===== src/shared/ebc_pkg.sv =====
/*
  Package for the emulator break controller: widths, edge-select codes,
  state encoding and the carrier structs for fetch and control inputs.
  Assumes one synchronous system clock and a fetch stream from the core.
*/
`default_nettype none
package ebc_pkg;
  // ===========================================================
  // widths and defaults
  localparam int unsigned EBC_ADDR_W     = 12;
  localparam int unsigned EBC_NUM_BP     = 4;
  localparam int unsigned EBC_CNT_W      = 8;
  localparam logic        EBC_EDGE_RISE  = 1'b0;
  localparam logic        EBC_EDGE_FALL  = 1'b1;

  // ===========================================================
  // break cause codes
  typedef enum logic [2:0]
  {
    EBC_CAUSE_NONE  = 3'b000,
    EBC_CAUSE_HW    = 3'b001,
    EBC_CAUSE_FORCE = 3'b010,
    EBC_CAUSE_TRIG  = 3'b011,
    EBC_CAUSE_PASS  = 3'b100
  } ebc_cause_t;

  // run state
  typedef enum logic [1:0]
  {
    EBC_ST_IDLE   = 2'b00,
    EBC_ST_RUN    = 2'b01,
    EBC_ST_HALTED = 2'b10
  } ebc_state_t;

  // ===========================================================
  // one fetch slot reported by the core
  typedef struct packed
  {
    logic                  valid;    // fetch happened this cycle
    logic [EBC_ADDR_W-1:0] addr;     // address fetched
    logic                  in_run;   // fetch is inside a same-kind run
    logic                  skipped;  // instruction skipped by a skip op
  } ebc_fetch_t;

  // host control inputs
  typedef struct packed
  {
    logic go;        // start a run, one-cycle pulse
    logic force_brk; // forced break request, one-cycle pulse
    logic trig_en;   // trigger break enabled
    logic trig_edge; // 0 rising, 1 falling
  } ebc_ctrl_t;
endpackage
`default_nettype wire


===== src/rtl/ebc_break_ctrl.sv =====
/*
  Break controller of the emulation board: decides when execution stops
  for hardware, forced, trigger and pass-count breaks.
  Assumes the core reports one fetch slot per cycle with run and skip
  flags, and stalls while HALT_REQ is high.
*/
`timescale 1ns/100ps
`default_nettype none
// Contract
// - hardware breakpoint inside a same-kind run never halts within that run.
// - such a break is deferred to the first fetch after the run ends.
// - forced and trigger breaks halt even inside a run.
// - breakpoint on a skipped instruction is ignored.
// - pass counter decrements and may halt only when instruction executes.
// - trigger break fires on the selected rising or falling edge.
// - one trigger input feeds trace-point and breakpoint logic.
module ebc_break_ctrl
  import ebc_pkg::*;
#(
  parameter int unsigned NUM_BP = EBC_NUM_BP,
  parameter int unsigned CNT_W  = EBC_CNT_W
)
(
  // clock and reset
  input  wire logic                     SYS_CLK,
  input  wire logic                     RST_N,
  // core fetch stream and host control
  input  wire ebc_fetch_t               FETCH,
  input  wire ebc_ctrl_t                CTRL,
  // breakpoint table
  input  wire logic [NUM_BP-1:0]        BP_EN,
  input  wire logic [NUM_BP*EBC_ADDR_W-1:0] BP_ADDR,
  input  wire logic [NUM_BP-1:0]        BP_LOAD,
  input  wire logic [NUM_BP*CNT_W-1:0]  BP_COUNT,
  // external trigger cable
  input  wire logic                     TRIG_IN,
  // outputs
  output logic                          HALT_REQ,
  output ebc_cause_t                    HALT_CAUSE,
  output logic [EBC_ADDR_W-1:0]         HALT_ADDR,
  output logic                          HALT_IN_RUN,
  output logic                          TRACE_TRIG
);
  ebc_state_t             state;
  ebc_state_t             next_state;
  logic                   pend;
  logic                   next_pend;
  ebc_cause_t             cause;
  ebc_cause_t             next_cause;
  logic [EBC_ADDR_W-1:0]  haddr;
  logic [EBC_ADDR_W-1:0]  next_haddr;
  logic                   hrun;
  logic                   next_hrun;
  logic                   trace;
  logic                   next_trace;
  logic                   halt;
  logic                   next_halt;
  logic [CNT_W-1:0]       cnt      [NUM_BP];
  logic [CNT_W-1:0]       next_cnt [NUM_BP];
  logic [NUM_BP-1:0]      hit;
  logic [NUM_BP-1:0]      pass_zero;
  logic                   trig_hit;
  logic                   trig_rise;
  logic                   trig_fall;
  logic                   exec;
  logic                   hw_any;
  logic                   pass_any;

  // ===========================================================
  // trigger front end
  // single shared trigger source
  ebc_trig_edge ebc_trig_edge_inst
  (
    .SYS_CLK  (SYS_CLK),
    .RST_N    (RST_N),
    .TRIG_IN  (TRIG_IN),
    .EDGE_SEL (CTRL.trig_edge),
    .RISE     (trig_rise),
    .FALL     (trig_fall),
    .HIT      (trig_hit)
  );

  // address match decode, used per breakpoint
  function automatic logic addr_match(input logic [EBC_ADDR_W-1:0] a,
                                      input logic [EBC_ADDR_W-1:0] b);
    addr_match = (a == b);
  endfunction

  // ===========================================================
  // breakpoint match and pass counters
  // skipped fetches never count as execution
  assign exec = FETCH.valid & ~FETCH.skipped & (state == EBC_ST_RUN);

  genvar gi;
  generate
    for (gi = 0; gi < NUM_BP; gi++)
    begin : g_bp
      assign hit[gi] = exec & BP_EN[gi] &
                       addr_match(FETCH.addr, BP_ADDR[gi*EBC_ADDR_W +: EBC_ADDR_W]);
      // counter of one means this pass halts; zero means plain breakpoint
      assign pass_zero[gi] = (cnt[gi] == CNT_W'(1));

      always_comb
      begin
        next_cnt[gi] = cnt[gi];
        if (BP_LOAD[gi])
          next_cnt[gi] = BP_COUNT[gi*CNT_W +: CNT_W];
        else if (hit[gi] && cnt[gi] != '0)
          next_cnt[gi] = cnt[gi] - CNT_W'(1);
      end

      always_ff @(posedge SYS_CLK or negedge RST_N)
      begin
        if (!RST_N)
          cnt[gi] <= '0;
        else
          cnt[gi] <= next_cnt[gi];
      end
    end
  endgenerate

  // plain breakpoints have count zero, pass breakpoints halt at count one
  always_comb
  begin
    hw_any   = 1'b0;
    pass_any = 1'b0;
    for (int i = 0; i < NUM_BP; i++)
    begin
      if (hit[i] && cnt[i] == '0)
        hw_any = 1'b1;
      if (hit[i] && pass_zero[i])
        pass_any = 1'b1;
    end
  end

  // ===========================================================
  // run / halt state machine
  // hazard: a deferred break is held in pend until the run ends, so a
  // later forced or trigger break may overtake it with its own cause
  always_comb
  begin
    next_state = state;
    next_pend  = pend;
    next_cause = cause;
    next_haddr = haddr;
    next_hrun  = hrun;
    next_trace = trig_rise | trig_fall;
    unique case (state)
      EBC_ST_IDLE, EBC_ST_HALTED:
      begin
        if (CTRL.go)
        begin
          next_state = EBC_ST_RUN;
          next_pend  = 1'b0;
          next_cause = EBC_CAUSE_NONE;
          next_hrun  = 1'b0;
        end
      end
      EBC_ST_RUN:
      begin
        // forced and trigger breaks ignore runs
        if (CTRL.force_brk || (CTRL.trig_en && trig_hit))
        begin
          next_state = EBC_ST_HALTED;
          next_cause = CTRL.force_brk ? EBC_CAUSE_FORCE : EBC_CAUSE_TRIG;
          next_haddr = FETCH.addr;
          // host must resume past the run
          next_hrun  = FETCH.valid & FETCH.in_run;
        end
        // deferred break lands on run exit
        else if (FETCH.valid && !FETCH.in_run && (pend || hw_any || pass_any))
        begin
          next_state = EBC_ST_HALTED;
          // a pending break keeps the cause it was armed with
          next_cause = pend ? cause : (pass_any ? EBC_CAUSE_PASS : EBC_CAUSE_HW);
          next_haddr = FETCH.addr;
          next_pend  = 1'b0;
        end
        // hits inside a run only arm the pending flag and set its cause
        else if (FETCH.valid && FETCH.in_run && (hw_any || pass_any))
        begin
          next_pend  = 1'b1;
          next_cause = pass_any ? EBC_CAUSE_PASS : EBC_CAUSE_HW;
        end
      end
      default:
        next_state = EBC_ST_IDLE;
    endcase
    // halt flag follows the state it enters, so the output is a flop
    next_halt = (next_state == EBC_ST_HALTED);
  end

  always_ff @(posedge SYS_CLK or negedge RST_N)
  begin
    if (!RST_N)
    begin
      state <= EBC_ST_IDLE;
      pend  <= 1'b0;
      cause <= EBC_CAUSE_NONE;
      haddr <= '0;
      hrun  <= 1'b0;
      trace <= 1'b0;
      halt  <= 1'b0;
    end
    else
    begin
      state <= next_state;
      pend  <= next_pend;
      cause <= next_cause;
      haddr <= next_haddr;
      hrun  <= next_hrun;
      trace <= next_trace;
      halt  <= next_halt;
    end
  end

  // outputs straight from flops
  assign HALT_REQ    = halt;
  assign HALT_CAUSE  = cause;
  assign HALT_ADDR   = haddr;
  assign HALT_IN_RUN = hrun;
  // trace sees both edges of same input
  assign TRACE_TRIG  = trace;

  // ===========================================================
  // checks
  // no hardware halt entered inside a run
  property p_no_halt_in_run;
    @(posedge SYS_CLK) disable iff (!RST_N)
      (state == EBC_ST_RUN && FETCH.valid && FETCH.in_run && !CTRL.force_brk && !(CTRL.trig_en && trig_hit))
      |=> (state == EBC_ST_RUN);
  endproperty
  a_no_halt_in_run: assert property (p_no_halt_in_run) else $error("halted inside a run");

  property p_defer_lands;
    @(posedge SYS_CLK) disable iff (!RST_N)
      (state == EBC_ST_RUN && pend && FETCH.valid && !FETCH.in_run)
      |=> (HALT_REQ && HALT_ADDR == $past(FETCH.addr));
  endproperty
  a_defer_lands: assert property (p_defer_lands) else $error("deferred break missed run exit");

  property p_force_halts;
    @(posedge SYS_CLK) disable iff (!RST_N)
      (state == EBC_ST_RUN && CTRL.force_brk) |=> (HALT_REQ && HALT_CAUSE == EBC_CAUSE_FORCE);
  endproperty
  a_force_halts: assert property (p_force_halts) else $error("forced break ignored");

  property p_run_flag;
    @(posedge SYS_CLK) disable iff (!RST_N)
      (state == EBC_ST_RUN && CTRL.force_brk) |=> (HALT_IN_RUN == $past(FETCH.valid & FETCH.in_run));
  endproperty
  a_run_flag: assert property (p_run_flag) else $error("run flag wrong at break");

  property p_skip_ignored;
    @(posedge SYS_CLK) disable iff (!RST_N)
      (state == EBC_ST_RUN && FETCH.valid && FETCH.skipped && !pend && !CTRL.force_brk && !(CTRL.trig_en && trig_hit))
      |=> (state == EBC_ST_RUN);
  endproperty
  a_skip_ignored: assert property (p_skip_ignored) else $error("skipped instruction halted");

  property p_pass_skip;
    @(posedge SYS_CLK) disable iff (!RST_N)
      (FETCH.skipped && BP_LOAD == '0) |=> (cnt[0] == $past(cnt[0]));
  endproperty
  a_pass_skip: assert property (p_pass_skip) else $error("pass count moved on skip");

  property p_trig_halts;
    @(posedge SYS_CLK) disable iff (!RST_N)
      (state == EBC_ST_RUN && CTRL.trig_en && trig_hit && !CTRL.force_brk)
      |=> (HALT_REQ && HALT_CAUSE == EBC_CAUSE_TRIG);
  endproperty
  a_trig_halts: assert property (p_trig_halts) else $error("trigger edge ignored");

  property p_trace_shared;
    @(posedge SYS_CLK) disable iff (!RST_N)
      trig_hit |=> TRACE_TRIG;
  endproperty
  a_trace_shared: assert property (p_trace_shared) else $error("trace missed trigger edge");
endmodule
`default_nettype wire


===== src/rtl/ebc_trig_edge.sv =====
/*
  Trigger input synchroniser and edge detector.
  Assumes the trigger cable is asynchronous to the system clock.
*/
`timescale 1ns/100ps
`default_nettype none
module ebc_trig_edge
  import ebc_pkg::*;
(
  // clock and reset
  input  wire logic SYS_CLK,
  input  wire logic RST_N,
  // trigger
  input  wire logic TRIG_IN,
  input  wire logic EDGE_SEL,
  output logic      RISE,
  output logic      FALL,
  output logic      HIT
);
  logic sync1;
  logic sync2;
  logic prev;
  logic next_sync1;
  logic next_sync2;
  logic next_prev;

  // ===========================================================
  // two-flop synchroniser, then one history flop
  always_comb
  begin
    next_sync1 = TRIG_IN;
    next_sync2 = sync1;
    next_prev  = sync2;
  end

  always_ff @(posedge SYS_CLK or negedge RST_N)
  begin
    if (!RST_N)
    begin
      sync1 <= 1'b0;
      sync2 <= 1'b0;
      prev  <= 1'b0;
    end
    else
    begin
      sync1 <= next_sync1;
      sync2 <= next_sync2;
      prev  <= next_prev;
    end
  end

  assign RISE = sync2 & ~prev;
  assign FALL = ~sync2 & prev;
  assign HIT  = (EDGE_SEL == EBC_EDGE_FALL) ? FALL : RISE;

  property p_edge_cause;
    @(posedge SYS_CLK) disable iff (!RST_N)
      HIT |-> (sync2 != prev);
  endproperty
  a_edge_cause: assert property (p_edge_cause) else $error("edge without sample change");
endmodule
`default_nettype wire


===== config.mk =====
export PLATFORM = sky130hd
export DESIGN_NAME = ebc_break_ctrl
export DESIGN_NICKNAME = d
export VERILOG_FILES = /design/src/shared/ebc_pkg.sv /design/src/rtl/ebc_break_ctrl.sv /design/src/rtl/ebc_trig_edge.sv
export SDC_FILE = /design/constraint.sdc
export NUM_CORES = 1
export LEC_CHECK = 0
export BUFFER_PORTS_ARGS = -buffer_cell sky130_fd_sc_hd__buf_2
export CELL_PAD_IN_SITES_DETAIL_PLACEMENT = 1
export CELL_PAD_IN_SITES_GLOBAL_PLACEMENT = 2
export CORE_UTILIZATION = 27
export DETAILED_ROUTE_END_ITERATION = 8
export HOLD_SLACK_MARGIN = 0.02
export PLACE_DENSITY = 0.73
export SLEW_MARGIN = 20
export SYNTH_ARGS = -nofsm -noshare
export SYNTH_HDL_FRONTEND = slang
export SYNTH_SLANG_ARGS = --single-unit

===== constraint.sdc =====
create_clock -name SYS_CLK -period 2.6 [get_ports SYS_CLK]
set_clock_uncertainty 0.2 [all_clocks]
set_input_delay 0 -clock SYS_CLK [delete_from_list [all_inputs] [get_ports SYS_CLK]]
set_output_delay 0 -clock SYS_CLK [all_outputs]
set_load 0.05 [all_outputs]

==> flow_metrics.env <==
export IMPL_finalCritPeriodShare_pct=96.1
export IMPL_die_h_um=123
export IMPL_synth_edf_count=0
export IMPL_hp_class="primary input to async pin"
export IMPL_startpoint="cnt[19]$_DFFE_PN0P_"
export IMPL_synth_top_flop_cell="dfrtp_1"
export IMPL_num_io_pins=128
export IMPL_yosysWarnings=0
export IMPL_drcViolationCount=0
export IMPL_finalSetupViolCount=0
export IMPL_hold_slack_ns=0.0125
export IMPL_reg2reg_from="cnt[19]$_DFFE_PN0P_"
export IMPL_async_flop_share_pct=100
export IMPL_synth_top_family_by_area="simple AND/OR/NAND/NOR gates"
export IMPL_grt_pass1_wl_mm=22.4
export IMPL_firstDrtPassIters=4
export IMPL_p_per_area_nw_per_um2=583
export IMPL_cts_max_level=2
export IMPL_die_area_sq_um=15000
export IMPL_critPathMaxFanout=7
export IMPL_max_vdd_ir_drop_mv=0.366
export IMPL_postRouteAntennaNets=0
export IMPL_synthAdderAreaFrac_pct=4.14
export IMPL_avgRoutedWirePerCell_um=16.5
export IMPL_fill_cells=1681
export IMPL_status="complete, no violations"
export IMPL_drv_cap=0
export IMPL_core_sq_um=14000
export IMPL_fin_crit_ns=2.50
export IMPL_synth_seq_cells=56
export IMPL_dpl_cell_area_sq_um=4860
export IMPL_syn_to_final_growth_pct=52.4
export IMPL_critPathKind="register to register"
export IMPL_viasPerCell=4.82
export IMPL_synth_area_sq_um=3930
export IMPL_grt_usage_pct=19.6
export IMPL_end_kind="register"
export IMPL_fmax_ghz=0.400
export IMPL_tightestPinTransition_ns=0.549
export IMPL_fin_area_sq_um=5990
export IMPL_cts_buffer_depth=2
export IMPL_setup_ws_ns=0.102
export IMPL_ys_types=55
export IMPL_seq_area_sq_um=1400
export IMPL_cp_start_kind="register"
export IMPL_maxSlewViolCount=0
export IMPL_cts_sinks=56
export IMPL_syn_nets=564
export IMPL_hpwlAfterDp_mm=10.7
export IMPL_drt_wl_total_mm=14.0
export IMPL_hold_violations=0
export IMPL_slew_headroom_pct=63.3
export IMPL_diodes=0
export IMPL_ys_seq_area_share_pct=35.7
export IMPL_initial_core_util_pct=28.0
export IMPL_clk_insertion_delay_late_ns=0.31
export IMPL_drt_iter0_markers=118
export IMPL_nNetsFinal=790
export IMPL_avgSynthCellArea_sq_um=8.91
export IMPL_antenna_found_initial=0
export IMPL_syn_inst=441
export IMPL_synth_compound_area_share_pct=9.81
export IMPL_die_w_um=123
export IMPL_vias=4087
export IMPL_multiInputGateArea_sq_um=2420
export IMPL_muxShareOfSynthArea_pct=5.32
export IMPL_synth_xor_area_share_pct=14.9
export IMPL_cp_required_ns=2.59
export IMPL_cellLeakagePower_nw=2.58
export IMPL_io_buffers=127
export IMPL_routabilityCongestion=0.879
export IMPL_grt_start_max_net_pins=57
export IMPL_critPathArrivalTime_ns=2.49
export IMPL_synthSimpleGateAreaFrac_pct=25.4
export IMPL_cts_inserted_buffers=5
export IMPL_cts_tree="done"
export IMPL_grt_ovfl_total=0
export IMPL_drive_above_1_share_pct=28.3
export IMPL_rows=43
export IMPL_post_place_ws_ns=-0.114
export IMPL_grt_pass1_vias=4466
export IMPL_cts_root_buffer="clkbuf_16"
export IMPL_clkSlewWorstSetupHoldPaths_ns=0.08
-- power breakdown --
part	internal (mW)	leakage, nW	switching, mW
combinational	0.609	1.83	0.955
clock	0.361	0.0702	0.351
sequential	1.06	0.682	0.156
total	2.03	2.58	1.46
-- cell usage in the layout, fill, tap and decap left out, drive strengths merged, types with 14 or more instances in the layout --
cell type | Yosys | final
o21ai | 36 | 36
buf | 22 | 152
nand2 | 57 | 57
xor2 | 24 | 24
inv | 20 | 21
mux2 | 15 | 15
nor2 | 23 | 23
xnor2 | 43 | 43
nor4 | 14 | 14
nand4 | 18 | 18
dlygate4sd3 | 0 | 88
dfrtp | 56 | 56
nor3 | 14 | 14
nand3 | 16 | 16
-- metal layers --
metal	wire length (um)	vias up	global-route usage, %
li1	-	1992	-
met1	6250	1979	24.5
met2	6770	93	33.7
met3	704	23	4.37
met4	272	0	5.11
met5	0	-	0
-- synth_stat cells, drive strengths merged (2+ instances only) --
cell	number	area share, %
nor2b	7	1.1
mux2	15	5.1
xnor2	43	9.6
nor4b	4	1.1
nor2	23	2.3
nand2b	13	2.1
dfrtp	56	36
nor4	14	3.2
nor3b	2	0.38
o21ai	36	4.6
or4	3	0.57
or3	2	0.32
nand2	57	5.4
ha	13	4.1
a21oi	7	0.99
inv	20	1.9
and2	3	0.48
a41oi	2	0.45
xor2	24	5.3
buf	22	2.8
nor3	14	1.9
nand4	18	2.9
a32oi	6	1.3
nand4b	2	0.45
nand3	16	2.0
-- cell families after synthesis --
kind of cell             after synthesis
buffers and inverters                 42
XOR/XNOR                              67
AO/OA/AOI/OAI                         63
flip-flops                            56
multiplexers                          16
AND/OR/NAND/NOR                      184
adder cells (fa/ha/maj)               13
-- per-stage QoR --
step           utilization (%)  total power [mW]   TNS, ns  cells
6_report                  42.6              3.49         0    848
5_1_grt                   42.6              3.69  -0.00518    848
4_1_cts                   42.1              3.50         0    845
3_5_place_dp              34.6              2.66    -0.984    749
3_3_place_gp              34.6              2.63    -0.260    749
2_1_floorplan                -              2.18         0    441
-- final timing paths --
check                                                         end  slack (ns)  cells after the start
min in group SYS_CLK                             pend$_DFFE_PN0P_        0.12                      5
setup reg to reg                         HALT_ADDR[1]$_DFFE_PN0P_        0.10                      7
hold reg to reg            ebc_trig_edge_inst.next_prev$_DFF_PN0_        0.17                      0
setup / recovery                         HALT_ADDR[1]$_DFFE_PN0P_        0.10                      7
hold / removal                                 HALT_REQ$_DFF_PN0_        0.01                      3
max in group asynchronous                      cnt[7]$_DFFE_PN0P_        1.89                      3
-- layout make-up --
class	instances	area share, %
clock inverters	3	0.355
repair buffers	240	28.7
inverters	20	1.25
multi-input cells	344	40.5
well taps	180	3.76
clock buffers	5	2.09
flip-flops and latches	56	23.4
-- flip-flops by register name, summed over array words and instances, names as in the netlist --
signal,cells
HALT_IN_RUN,1
ebc_trig_edge_inst.next_sync2,1
HALT_ADDR,12
ebc_trig_edge_inst.prev,1
state,2
cnt,32
HALT_REQ,1
TRACE_TRIG,1
pend,1
HALT_CAUSE,3
ebc_trig_edge_inst.next_prev,1
-- critical path, cell delays in order, from the launching register on --
cell and delay [ns]:
dfrtp_1 0.43, or4_4 0.58, nor4b_4 0.28, a32oi_1 0.17, nand4_1 0.12, buf_4 0.15, a21oi_4 0.10, mux2_1 0.34
-- what timing repair did --
| action | CTS | global route |
|---|---|---|
| hold endpoints to repair | 108 | 0 |
| resized for setup | 3 | 10 |
| hold buffers | 88 | 0 |
| setup endpoints to repair | 12 | 33 |
| gates cloned | 0 | 1 |
| buffers inserted | 0 | 2 |
| pin swaps | 0 | 3 |
Power figures use the tool's default switching activity.
